`config.mk`:
```
export PLATFORM = sky130hd
export DESIGN_NAME = iatr_regs
export DESIGN_NICKNAME = d
export VERILOG_FILES = /design/src/core/iatr_pkg.sv /design/src/core/iatr_reset_sync.sv /design/src/core/iatr_compare.sv /design/src/core/iatr_regs.sv
export SDC_FILE = /design/constraint.sdc
export NUM_CORES = 1
export LEC_CHECK = 0
export BUFFER_PORTS_ARGS = -buffer_cell sky130_fd_sc_hd__buf_2
export CAP_MARGIN = 40
export CORE_MARGIN = 2
export CORE_UTILIZATION = 30
export DETAILED_ROUTE_END_ITERATION = 10
export GPL_ROUTABILITY_DRIVEN = 0
export HOLD_SLACK_MARGIN = 0.1
export PLACE_DENSITY = 0.45
export SLEW_MARGIN = 25
export SYNTH_ARGS = -nofsm -noshare
export SYNTH_HDL_FRONTEND = slang
export SYNTH_SLANG_ARGS = --single-unit
```
`constraint.sdc`:
```
create_clock -name clk -period 6.1 [get_ports clk]
set_input_delay 1.22 -clock clk [delete_from_list [all_inputs] [get_ports clk]]
set_output_delay 1.22 -clock clk [all_outputs]
set_load 0.02 [all_outputs]
```
`src/core/iatr_pkg.sv`:
```
// Package: register map, field layout, reset values and shared types
package iatr_pkg;

  // Byte offsets of the threshold words (each word spans four bytes)
  localparam logic [7:0]  IATR_UPPER_OFS    = 8'h24;
  localparam logic [7:0]  IATR_LOWER_OFS    = 8'h28;
  // Own registers: alarm status, interrupt mask, conversion injection
  localparam logic [7:0]  IATR_STATUS_OFS   = 8'h2C;
  localparam logic [7:0]  IATR_MASK_OFS     = 8'h30;
  localparam logic [7:0]  IATR_SAMPLE_OFS   = 8'h34;

  // Field positions
  localparam int          IATR_HYST_LSB     = 24;
  localparam int          IATR_HYST_USE_LSB = 2;
  localparam int          IATR_ACT_HI_BIT   = 10;
  localparam int          IATR_ACT_LO_BIT   = 11;
  localparam int          IATR_TRP_HI_BIT   = 4;
  localparam int          IATR_TRP_LO_BIT   = 5;
  localparam int          IATR_OVW_BIT      = 0;

  // Reset values
  localparam logic [15:0] IATR_UPPER_RST    = 16'hFFFF;
  localparam logic [15:0] IATR_LOWER_RST    = 16'h0000;
  localparam logic [7:0]  IATR_HYST_RST     = 8'h00;
  localparam logic [1:0]  IATR_MASK_RST     = 2'b00;

  // Alarm event pair: bit 0 high side, bit 1 low side
  typedef struct packed {
    logic lowSide;
    logic highSide;
  } iatr_pair_t;

  // APB request bundle
  typedef struct packed {
    logic        sel;
    logic        enable;
    logic        write;
    logic [7:0]  addr;
    logic [31:0] wdata;
    logic [3:0]  strb;
  } iatr_apb_req_t;

endpackage

```
`src/core/iatr_reset_sync.sv`:
```
// Reset synchroniser: asynchronous assert, two-flop release
`timescale 1ns/1ps
module iatr_reset_sync (
  input  wire logic clk,
  input  wire logic rst_b,
  output logic      rstSync_b
);
  logic stage1_q;
  logic stage2_q;

  // First stage feeds only the second stage
  always_ff @(posedge clk or negedge rst_b) begin
    if (!rst_b) begin
      stage1_q <= 1'b0;
      stage2_q <= 1'b0;
    end else begin
      stage1_q <= 1'b1;
      stage2_q <= stage1_q;
    end
  end

  assign rstSync_b = stage2_q;
endmodule // iatr_reset_sync

```
`src/core/iatr_compare.sv`:
```
// Threshold comparator with hysteresis for one side of the input alarm
`timescale 1ns/1ps
module iatr_compare #(
  parameter int W = 16
) (
  input  wire logic         clk,
  input  wire logic         rstSync_b,
  input  wire logic         sampleValid,
  input  wire logic [W-1:0] sample,
  input  wire logic [W-1:0] threshold,
  input  wire logic [5:0]   hysteresis,
  input  wire logic         isHighSide,
  output logic              active
);
  logic          active_q;
  logic [W:0]    releaseLvl;
  logic          trip;
  logic          clear;

  // Release point moves back by the hysteresis; one extra bit for headroom
  always_comb begin
    releaseLvl = '0;
    trip       = 1'b0;
    clear      = 1'b0;
    if (isHighSide) begin
      releaseLvl = {1'b0, threshold} - {{(W-5){1'b0}}, hysteresis};
      trip       = sample > threshold;
      // A borrow means no release point exists, so the alarm stays set
      clear      = !releaseLvl[W] && ({1'b0, sample} < releaseLvl);
    end else begin
      releaseLvl = {1'b0, threshold} + {{(W-5){1'b0}}, hysteresis};
      trip       = sample < threshold;
      clear      = {1'b0, sample} > releaseLvl;
    end
  end

  // Live flag only updates on a fresh conversion result
  always_ff @(posedge clk or negedge rstSync_b) begin
    if (!rstSync_b) begin
      active_q <= 1'b0;
    end else if (sampleValid) begin
      if (trip) begin
        active_q <= 1'b1;
      end else if (clear) begin
        active_q <= 1'b0;
      end
    end
  end

  assign active = active_q;
endmodule // iatr_compare

```
`src/core/iatr_regs.sv`:
```
// Input alarm threshold register bank with APB slave and alarm status
`timescale 1ns/1ps
// How it works
// Upper-limit word at 24h..27h, least significant byte lowest.
// Upper threshold bits 15:0, read/write, resets to FFFFh.
// Hysteresis bits 31:24, read/write, reset 00h; upper six bits used.
// Host writes zeros into the two low hysteresis bits.
// Upper-limit bits 23:16 are reserved and read zero.
// Lower-limit word at 28h..2Bh, least significant byte lowest.
// Lower threshold bits 15:0, read/write, resets to 0000h.
// Lower-limit bits 31:16 are reserved and read zero.
// Separate live high and low alarm flags reflect present conditions.
// Overall alarm bit is OR of all tripped flags.
// Alarms trip past thresholds, clear after moving back by hysteresis.
module iatr_regs (
  input  wire logic                 clk,
  input  wire logic                 rst_b,
  input  wire logic                 psel,
  input  wire logic                 penable,
  input  wire logic                 pwrite,
  input  wire logic [7:0]           paddr,
  input  wire logic [31:0]          pwdata,
  input  wire logic [3:0]           pstrb,
  output logic      [31:0]          prdata,
  output logic                      pready,
  output logic                      pslverr,
  input  wire logic                 sampleValid,
  input  wire logic [15:0]          sample,
  output iatr_pkg::iatr_pair_t      liveAlarm,
  output logic                      overallAlarm,
  output logic                      irq
);
  import iatr_pkg::*;

  logic          rstSync_b;
  iatr_apb_req_t req;
  logic          wrEn;
  logic          rdEn;
  logic          hitMapped;
  logic [15:0]   upperThr_q;
  logic [7:0]    hyst_q;
  logic [15:0]   lowerThr_q;
  logic [1:0]    mask_q;
  iatr_pair_t    tripped_q;
  iatr_pair_t    tripped_d;
  iatr_pair_t    live;
  logic          liveHigh;
  logic          liveLow;
  logic          injValid_q;
  logic [15:0]   injSample_q;
  logic          cmpValid;
  logic [15:0]   cmpSample;
  logic [31:0]   rdWord;
  logic [31:0]   statusWord;

  iatr_reset_sync uRst (
    .clk       (clk),
    .rst_b     (rst_b),
    .rstSync_b (rstSync_b)
  );

  // Bundle the bus signals for decode
  assign req = '{sel: psel, enable: penable, write: pwrite,
                 addr: paddr, wdata: pwdata, strb: pstrb};

  // Zero wait states; effect happens at the access-phase edge
  assign pready = 1'b1;
  assign wrEn   = req.sel && req.enable && req.write;
  assign rdEn   = req.sel && req.enable && !req.write;
  assign hitMapped = (req.addr == IATR_UPPER_OFS) ||
                     (req.addr == IATR_LOWER_OFS) ||
                     (req.addr == IATR_STATUS_OFS) ||
                     (req.addr == IATR_MASK_OFS) ||
                     (req.addr == IATR_SAMPLE_OFS);
  // Unmapped or misaligned word addresses answer with an error
  assign pslverr = req.sel && req.enable && !hitMapped;

  // Upper-limit word; strobe lane n is byte address base+n
  always_ff @(posedge clk or negedge rstSync_b) begin
    if (!rstSync_b) begin
      upperThr_q <= IATR_UPPER_RST;
      hyst_q     <= IATR_HYST_RST;
    end else if (wrEn && req.addr == IATR_UPPER_OFS) begin
      if (req.strb[0]) upperThr_q[7:0]  <= req.wdata[7:0];
      if (req.strb[1]) upperThr_q[15:8] <= req.wdata[15:8];
      // Low two bits kept as written; host keeps them zero
      if (req.strb[3]) hyst_q <= req.wdata[31:24];
    end
  end

  // Lower-limit word; upper half has no storage
  always_ff @(posedge clk or negedge rstSync_b) begin
    if (!rstSync_b) begin
      lowerThr_q <= IATR_LOWER_RST;
    end else if (wrEn && req.addr == IATR_LOWER_OFS) begin
      if (req.strb[0]) lowerThr_q[7:0]  <= req.wdata[7:0];
      if (req.strb[1]) lowerThr_q[15:8] <= req.wdata[15:8];
    end
  end

  // Interrupt mask, same layout as the tripped bits
  always_ff @(posedge clk or negedge rstSync_b) begin
    if (!rstSync_b) begin
      mask_q <= IATR_MASK_RST;
    end else if (wrEn && req.addr == IATR_MASK_OFS && req.strb[0]) begin
      mask_q <= req.wdata[IATR_TRP_LO_BIT:IATR_TRP_HI_BIT];
    end
  end

  // Conversion results arrive on the port or by software injection
  always_ff @(posedge clk or negedge rstSync_b) begin
    if (!rstSync_b) begin
      injValid_q  <= 1'b0;
      injSample_q <= 16'h0000;
    end else begin
      injValid_q <= wrEn && req.addr == IATR_SAMPLE_OFS;
      if (wrEn && req.addr == IATR_SAMPLE_OFS) begin
        injSample_q <= req.wdata[15:0];
      end
    end
  end

  assign cmpValid  = sampleValid || injValid_q;
  assign cmpSample = injValid_q ? injSample_q : sample;

  // Only the six upper hysteresis bits carry the amount
  iatr_compare #(.W(16)) uHigh (
    .clk         (clk),
    .rstSync_b   (rstSync_b),
    .sampleValid (cmpValid),
    .sample      (cmpSample),
    .threshold   (upperThr_q),
    .hysteresis  (hyst_q[7:IATR_HYST_USE_LSB]),
    .isHighSide  (1'b1),
    .active      (liveHigh)
  );

  iatr_compare #(.W(16)) uLow (
    .clk         (clk),
    .rstSync_b   (rstSync_b),
    .sampleValid (cmpValid),
    .sample      (cmpSample),
    .threshold   (lowerThr_q),
    .hysteresis  (hyst_q[7:IATR_HYST_USE_LSB]),
    .isHighSide  (1'b0),
    .active      (liveLow)
  );

  // One driver for the whole pair keeps the live flags single-sourced
  assign live = '{lowSide: liveLow, highSide: liveHigh};

  // Sticky tripped flags: a live alarm wins over the read that clears
  always_comb begin
    tripped_d = tripped_q;
    if (rdEn && req.addr == IATR_STATUS_OFS) begin
      tripped_d = '0;
    end
    tripped_d = tripped_d | live;
  end

  always_ff @(posedge clk or negedge rstSync_b) begin
    if (!rstSync_b) begin
      tripped_q <= '0;
    end else begin
      tripped_q <= tripped_d;
    end
  end

  assign liveAlarm    = live;
  assign overallAlarm = |tripped_q;
  assign irq          = |(tripped_q & mask_q);

  // Status word: live flags, tripped flags and their OR
  always_comb begin
    statusWord = 32'h0000_0000;
    statusWord[IATR_ACT_HI_BIT] = live.highSide;
    statusWord[IATR_ACT_LO_BIT] = live.lowSide;
    statusWord[IATR_TRP_HI_BIT] = tripped_q.highSide;
    statusWord[IATR_TRP_LO_BIT] = tripped_q.lowSide;
    statusWord[IATR_OVW_BIT]    = |tripped_q;
  end

  // Read mux; reserved fields return zero
  always_comb begin
    rdWord = 32'h0000_0000;
    case (req.addr)
      IATR_UPPER_OFS:  rdWord = {hyst_q, 8'h00, upperThr_q};
      IATR_LOWER_OFS:  rdWord = {16'h0000, lowerThr_q};
      IATR_STATUS_OFS: rdWord = statusWord;
      IATR_MASK_OFS:   rdWord = {26'h0, mask_q, 4'h0};
      default:         rdWord = 32'h0000_0000;
    endcase
  end

  // Read data from a flop, loaded in the setup phase
  always_ff @(posedge clk or negedge rstSync_b) begin
    if (!rstSync_b) begin
      prdata <= 32'h0000_0000;
    end else if (req.sel && !req.enable && !req.write) begin
      prdata <= rdWord;
    end
  end

  // Checks
  property p_upper_rst;
    @(posedge clk) $rose(rstSync_b) |-> upperThr_q == 16'hFFFF;
  endproperty
  a_upper_rst: assert property (p_upper_rst) else $error("upper reset");

  property p_lower_rst;
    @(posedge clk) $rose(rstSync_b) |-> lowerThr_q == 16'h0000;
  endproperty
  a_lower_rst: assert property (p_lower_rst) else $error("lower reset");

  property p_upper_wr;
    @(posedge clk) disable iff (!rstSync_b)
      wrEn && req.addr == 8'h24 && req.strb == 4'hF |=>
      upperThr_q == $past(req.wdata[15:0]) &&
      hyst_q == $past(req.wdata[31:24]);
  endproperty
  a_upper_wr: assert property (p_upper_wr) else $error("upper write");

  property p_lower_wr;
    @(posedge clk) disable iff (!rstSync_b)
      wrEn && req.addr == 8'h28 && req.strb[1:0] == 2'b11 |=>
      lowerThr_q == $past(req.wdata[15:0]);
  endproperty
  a_lower_wr: assert property (p_lower_wr) else $error("lower write");

  property p_res_upper;
    @(posedge clk) disable iff (!rstSync_b)
      rdEn && req.addr == 8'h24 |-> prdata[23:16] == 8'h00;
  endproperty
  a_res_upper: assert property (p_res_upper) else $error("resv hi");

  property p_res_lower;
    @(posedge clk) disable iff (!rstSync_b)
      rdEn && req.addr == 8'h28 |-> prdata[31:16] == 16'h0000;
  endproperty
  a_res_lower: assert property (p_res_lower) else $error("resv lo");

  property p_hyst_rd;
    @(posedge clk) disable iff (!rstSync_b)
      rdEn && req.addr == 8'h24 |-> prdata[31:24] == hyst_q;
  endproperty
  a_hyst_rd: assert property (p_hyst_rd) else $error("hyst read");

  property p_trip_high;
    @(posedge clk) disable iff (!rstSync_b)
      cmpValid && cmpSample > upperThr_q |=> live.highSide ##1 tripped_q[0];
  endproperty
  a_trip_high: assert property (p_trip_high) else $error("high trip");

  property p_live_stat;
    @(posedge clk) disable iff (!rstSync_b)
      rdEn && req.addr == 8'h2C && $stable(live) && $past(req.sel) |->
      prdata[11:10] == {live.lowSide, live.highSide};
  endproperty
  a_live_stat: assert property (p_live_stat) else $error("live flag");

  property p_ovw;
    @(posedge clk) disable iff (!rstSync_b)
      (|live) |=> overallAlarm;
  endproperty
  a_ovw: assert property (p_ovw) else $error("overall alarm");

  property p_hyst_rst;
    @(posedge clk) $rose(rstSync_b) |-> hyst_q == IATR_HYST_RST;
  endproperty
  a_hyst_rst: assert property (p_hyst_rst) else $error("hyst reset");

  // Thresholds move only on a write to their own word
  property p_hold_upper;
    @(posedge clk) disable iff (!rstSync_b)
      !(wrEn && req.addr == IATR_UPPER_OFS) |=>
      $stable(upperThr_q) && $stable(hyst_q);
  endproperty
  a_hold_upper: assert property (p_hold_upper) else $error("hold hi");

  property p_upper_resv;
    @(posedge clk) disable iff (!rstSync_b)
      wrEn && req.addr == IATR_UPPER_OFS && req.strb == 4'h4 |=>
      $stable(upperThr_q) && $stable(hyst_q);
  endproperty
  a_upper_resv: assert property (p_upper_resv) else $error("rsv wr hi");

  property p_lower_resv;
    @(posedge clk) disable iff (!rstSync_b)
      wrEn && req.addr == IATR_LOWER_OFS && req.strb[1:0] == 2'b00 |=>
      $stable(lowerThr_q);
  endproperty
  a_lower_resv: assert property (p_lower_resv) else $error("rsv wr lo");

  property p_trip_low;
    @(posedge clk) disable iff (!rstSync_b)
      cmpValid && cmpSample < lowerThr_q |=>
      live.lowSide ##1 tripped_q.lowSide;
  endproperty
  a_trip_low: assert property (p_trip_low) else $error("low trip");

  property p_clr_high;
    @(posedge clk) disable iff (!rstSync_b)
      cmpValid && ({1'b0, cmpSample} + {11'h000, hyst_q[7:2]} <
                   {1'b0, upperThr_q}) |=> !live.highSide;
  endproperty
  a_clr_high: assert property (p_clr_high) else $error("high clear");

  property p_clr_low;
    @(posedge clk) disable iff (!rstSync_b)
      cmpValid && ({1'b0, cmpSample} >
                   {1'b0, lowerThr_q} + {11'h000, hyst_q[7:2]}) |=>
      !live.lowSide;
  endproperty
  a_clr_low: assert property (p_clr_low) else $error("low clear");

  // Live flags move only on a fresh conversion result
  property p_live_hold;
    @(posedge clk) disable iff (!rstSync_b) !cmpValid |=> $stable(live);
  endproperty
  a_live_hold: assert property (p_live_hold) else $error("live held");

  // Status read clears the sticky flags unless an alarm is live
  property p_rd_clear;
    @(posedge clk) disable iff (!rstSync_b)
      rdEn && req.addr == IATR_STATUS_OFS && !(|live) |=> !(|tripped_q);
  endproperty
  a_rd_clear: assert property (p_rd_clear) else $error("read clear");

  property p_set_wins;
    @(posedge clk) disable iff (!rstSync_b)
      rdEn && req.addr == IATR_STATUS_OFS && live.highSide |=>
      tripped_q.highSide;
  endproperty
  a_set_wins: assert property (p_set_wins) else $error("set wins");

  property p_stat_ovw;
    @(posedge clk) disable iff (!rstSync_b)
      req.sel && !req.enable && !req.write &&
      req.addr == IATR_STATUS_OFS |=>
      prdata[IATR_OVW_BIT] == $past(|tripped_q);
  endproperty
  a_stat_ovw: assert property (p_stat_ovw) else $error("status or");

  property p_misalign;
    @(posedge clk) disable iff (!rstSync_b)
      req.sel && req.enable && req.addr[1:0] != 2'b00 |-> pslverr;
  endproperty
  a_misalign: assert property (p_misalign) else $error("misaligned");

  c_high: cover property (@(posedge clk) live.highSide);
  c_low:  cover property (@(posedge clk) live.lowSide);
  c_irq:  cover property (@(posedge clk) irq);
  c_clr:  cover property (@(posedge clk) $fell(live.highSide));
  c_lclr: cover property (@(posedge clk) $fell(live.lowSide));
endmodule // iatr_regs

```
==> out/qor.yml <==
worst_setup_path:
  cp_max_fo: 4
  r2r_slack_ps: 2330
  critPathCaptureType: "flop"
  required_ps: 6310
  worstSetupStartpointType: "flop"
  reg2regPathDepth: 14
  reg2reg_from: "hyst_q[3]"
  critPathKind: "reg2reg"
  critPathArrivalTime_ps: 3990
  reg2reg_to: "uHigh.active"
place:
  hpwlAfterDp_um: 13810
  placed_cell_area_um2: 6770
  io_buffer_count: 85
cells_and_area:
  multi_input_area_um2: 3527
  drive_above_1_share: 0.2249
  fin_util: 0.3536
  layout_common_cells: "85 x buf_2, 76 x nand2_1, 74 x ha_1"
  n_antenna_cell: 0
  num-nets-final: 875
  final_common_cell: "buf_2"
  fillerInstances: 2106
  regArea_um2: 2251
  fin_area_um2: 7132
  area_growth_pct: 16.33
clock_tree:
  ctsResizeCount: 0
  hold_buffers: 0
  cts_root_buf: "clkbuf_16"
  cts_max_level: 3
  insertion_delay_ps: 350
  clkTransAtPathRegs_ps: 70
  post_cts_buffers: 0
  cts.sinks: 89
  cts_tree: "built"
  cts_buffers: 9
  cts_buffer_depth: 2
synthesis:
  syn_area_um2: 6131
  ys_warn_count: 0
  async_flop_share: 1.000
  syn_avg_cell_area_um2: 9.317
  synth-simple-area-share: 0.1702
  synth-compound-area-share: 0.1331
  synth_edf_count: 0
  synthXorXnorAreaFrac: 0.03857
  synth_top_family_by_area: "simple AND/OR/NAND/NOR gates"
  ys_ff_latch: 89
  seq_area_frac_synth: 0.3665
  synthMuxAreaShare: 0.06959
  synth_top_flop_cell: "dfrtp_1"
  synth_fa_ha_area_frac: 0.1576
  synthCells: 658
  ys_types: 58
die:
  core.rowCount: 52
  die_area_um2: 21600
  die_h_um: 147.0
  initial_core_util: 0.3040
  chipWidth_um: 147.0
  io_pins: 104
  core_area_um2: 20170
global_route:
  grt_antenna_before_repair: 0
  grt_max_degree: 51
  grt_overflow_total: 0
  grt_pass1_wl_um: 28100
  grt_pass1_vias: 5211
  grt_usage: 0.1668
drt:
  drt_wl_total_um: 17450
  dr.pass1.iters: 4
  drt-initial-drc-count: 218
  drc: 0
  ant_nets: 0
  vias: 4940
  wire_per_inst_um: 17.31
  via_per_inst: 4.901
timing:
  rsz0062_at_grt: "no"
  fmax_mhz: 265.1
  final-setup-viol-count: 0
  setup_tns_ps: 0
  clock-skew-final_ps: 7.838
  slew_violations: 0
  slew_headroom: 0.5562
  min_period_over_period: 0.6184
  worstMarginPinSlew_ps: 665.7
  final.min_clock_period_ps: 3772
  hold_violations: 0
pwr:
  power.static_leakage_nw: 3.500
  peakVddDrop_mv: 0.1248
  cellPowerDensity_nw_per_um2: 213.7
status:
  status: "finished clean"
run:
  drv_cap: 0
min_path:
  hold_class: "reg2async"
==> metal layers <==
metal | wire length (um) | vias to the layer above | global-route usage
li1 | - | 2460 | -
met1 | 7893 | 2348 | 0.2134
met2 | 8450 | 108 | 0.2826
met3 | 646 | 24 | 0.02919
met4 | 456 | 0 | 0.06298
met5 | 0 | - | 0
==> Yosys cell counts (all sizes together) (10+ instances only) <==
| master | instances | area [um2] |
|---|---|---|
| nand2 | 76 | 285.3 |
| ha | 74 | 925.9 |
| dfrtp | 73 | 1827 |
| nor2 | 50 | 192.7 |
| o21ai | 50 | 250.2 |
| inv | 47 | 176.4 |
| mux2 | 37 | 416.7 |
| nand3 | 32 | 177.7 |
| a21oi | 27 | 138.9 |
| buf | 27 | 181.4 |
| xnor2 | 24 | 210.2 |
| dfstp | 16 | 420.4 |
| nor3 | 14 | 81.33 |
| a221oi | 11 | 96.34 |
| nand4 | 10 | 62.56 |
==> final cells by class <==
type,instances,share of cell area
Tap cell,270,0.04737
Multi-Input combinational cell,495,0.4946
Inverter,47,0.02474
Clock inverter,6,0.01614
Sequential cell,89,0.3156
Clock buffer,10,0.03351
Timing Repair Buffer,91,0.06807
==> critical path, cell delays in order, from the launching register on <==
cell	delay [ps]
dfrtp_1	440
inv_1	120
ha_1	290
nor2b_1	120
o21ai_0	350
a21oi_1	220
o21ai_1	570
nand3_1	170
xnor2_1	160
ha_1	300
nor2b_1	150
o21ai_0	170
o21ai_0	110
nor3_1	340
o211ai_1	130
==> where the power goes <==
group          internal (mW)  total, mW  switching, mW
combinational         0.0902      0.227          0.137
clock                  0.413      0.659          0.246
sequential             0.616      0.637         0.0214
==> logic make-up after synthesis <==
logic type	after synthesis
AND/OR/NAND/NOR	214
flip-flops	89
buffers and inverters	82
other	2
multiplexers	38
XOR/XNOR	27
adder cells (fa/ha/maj)	76
AO/OA/AOI/OAI	130
==> how the worst max path moves through the flow <==
| stage | from | to | slack (ps) |
|---|---|---|---|
| 5_1_grt | hyst_q[3] | uHigh.active | 2130 |
| 3_5_place_dp | hyst_q[3] | uHigh.active | 2540 |
| 4_1_cts | hyst_q[3] | uHigh.active | 2480 |
| 2_1_floorplan | paddr[2] | pslverr | 2910 |
| 3_3_place_gp | hyst_q[3] | uHigh.active | 2610 |
| 6_report | hyst_q[3] | uHigh.active | 2330 |
==> state kept, by name, indices dropped and copies added (netlist names) <==
| register | flops |
|---|---|
| uRst.rstSync_b | 1 |
| hyst_q | 8 |
| statusWord | 2 |
| mask_q | 2 |
| upperThr_q | 16 |
| uLow.active | 1 |
| prdata | 24 |
| lowerThr_q | 16 |
| uRst.stage1_q | 1 |
| injValid_q | 1 |
| uHigh.active | 1 |
| injSample_q | 16 |
==> per-stage QoR <==
stage | hold slack, ps | worst slack (ps) | power (mW) | cells
finish | 298.2 | 2328 | 1.524 | 1008
floorplan | 331.2 | 2909 | 0.7968 | 666
global route | 353.6 | 2135 | 1.598 | 1008
global placement | 321.1 | 2611 | 0.8727 | 989
detailed placement | 321.3 | 2537 | 0.8789 | 991
CTS | 328.6 | 2475 | 1.547 | 1007
(Power assumes the default switching activity.)
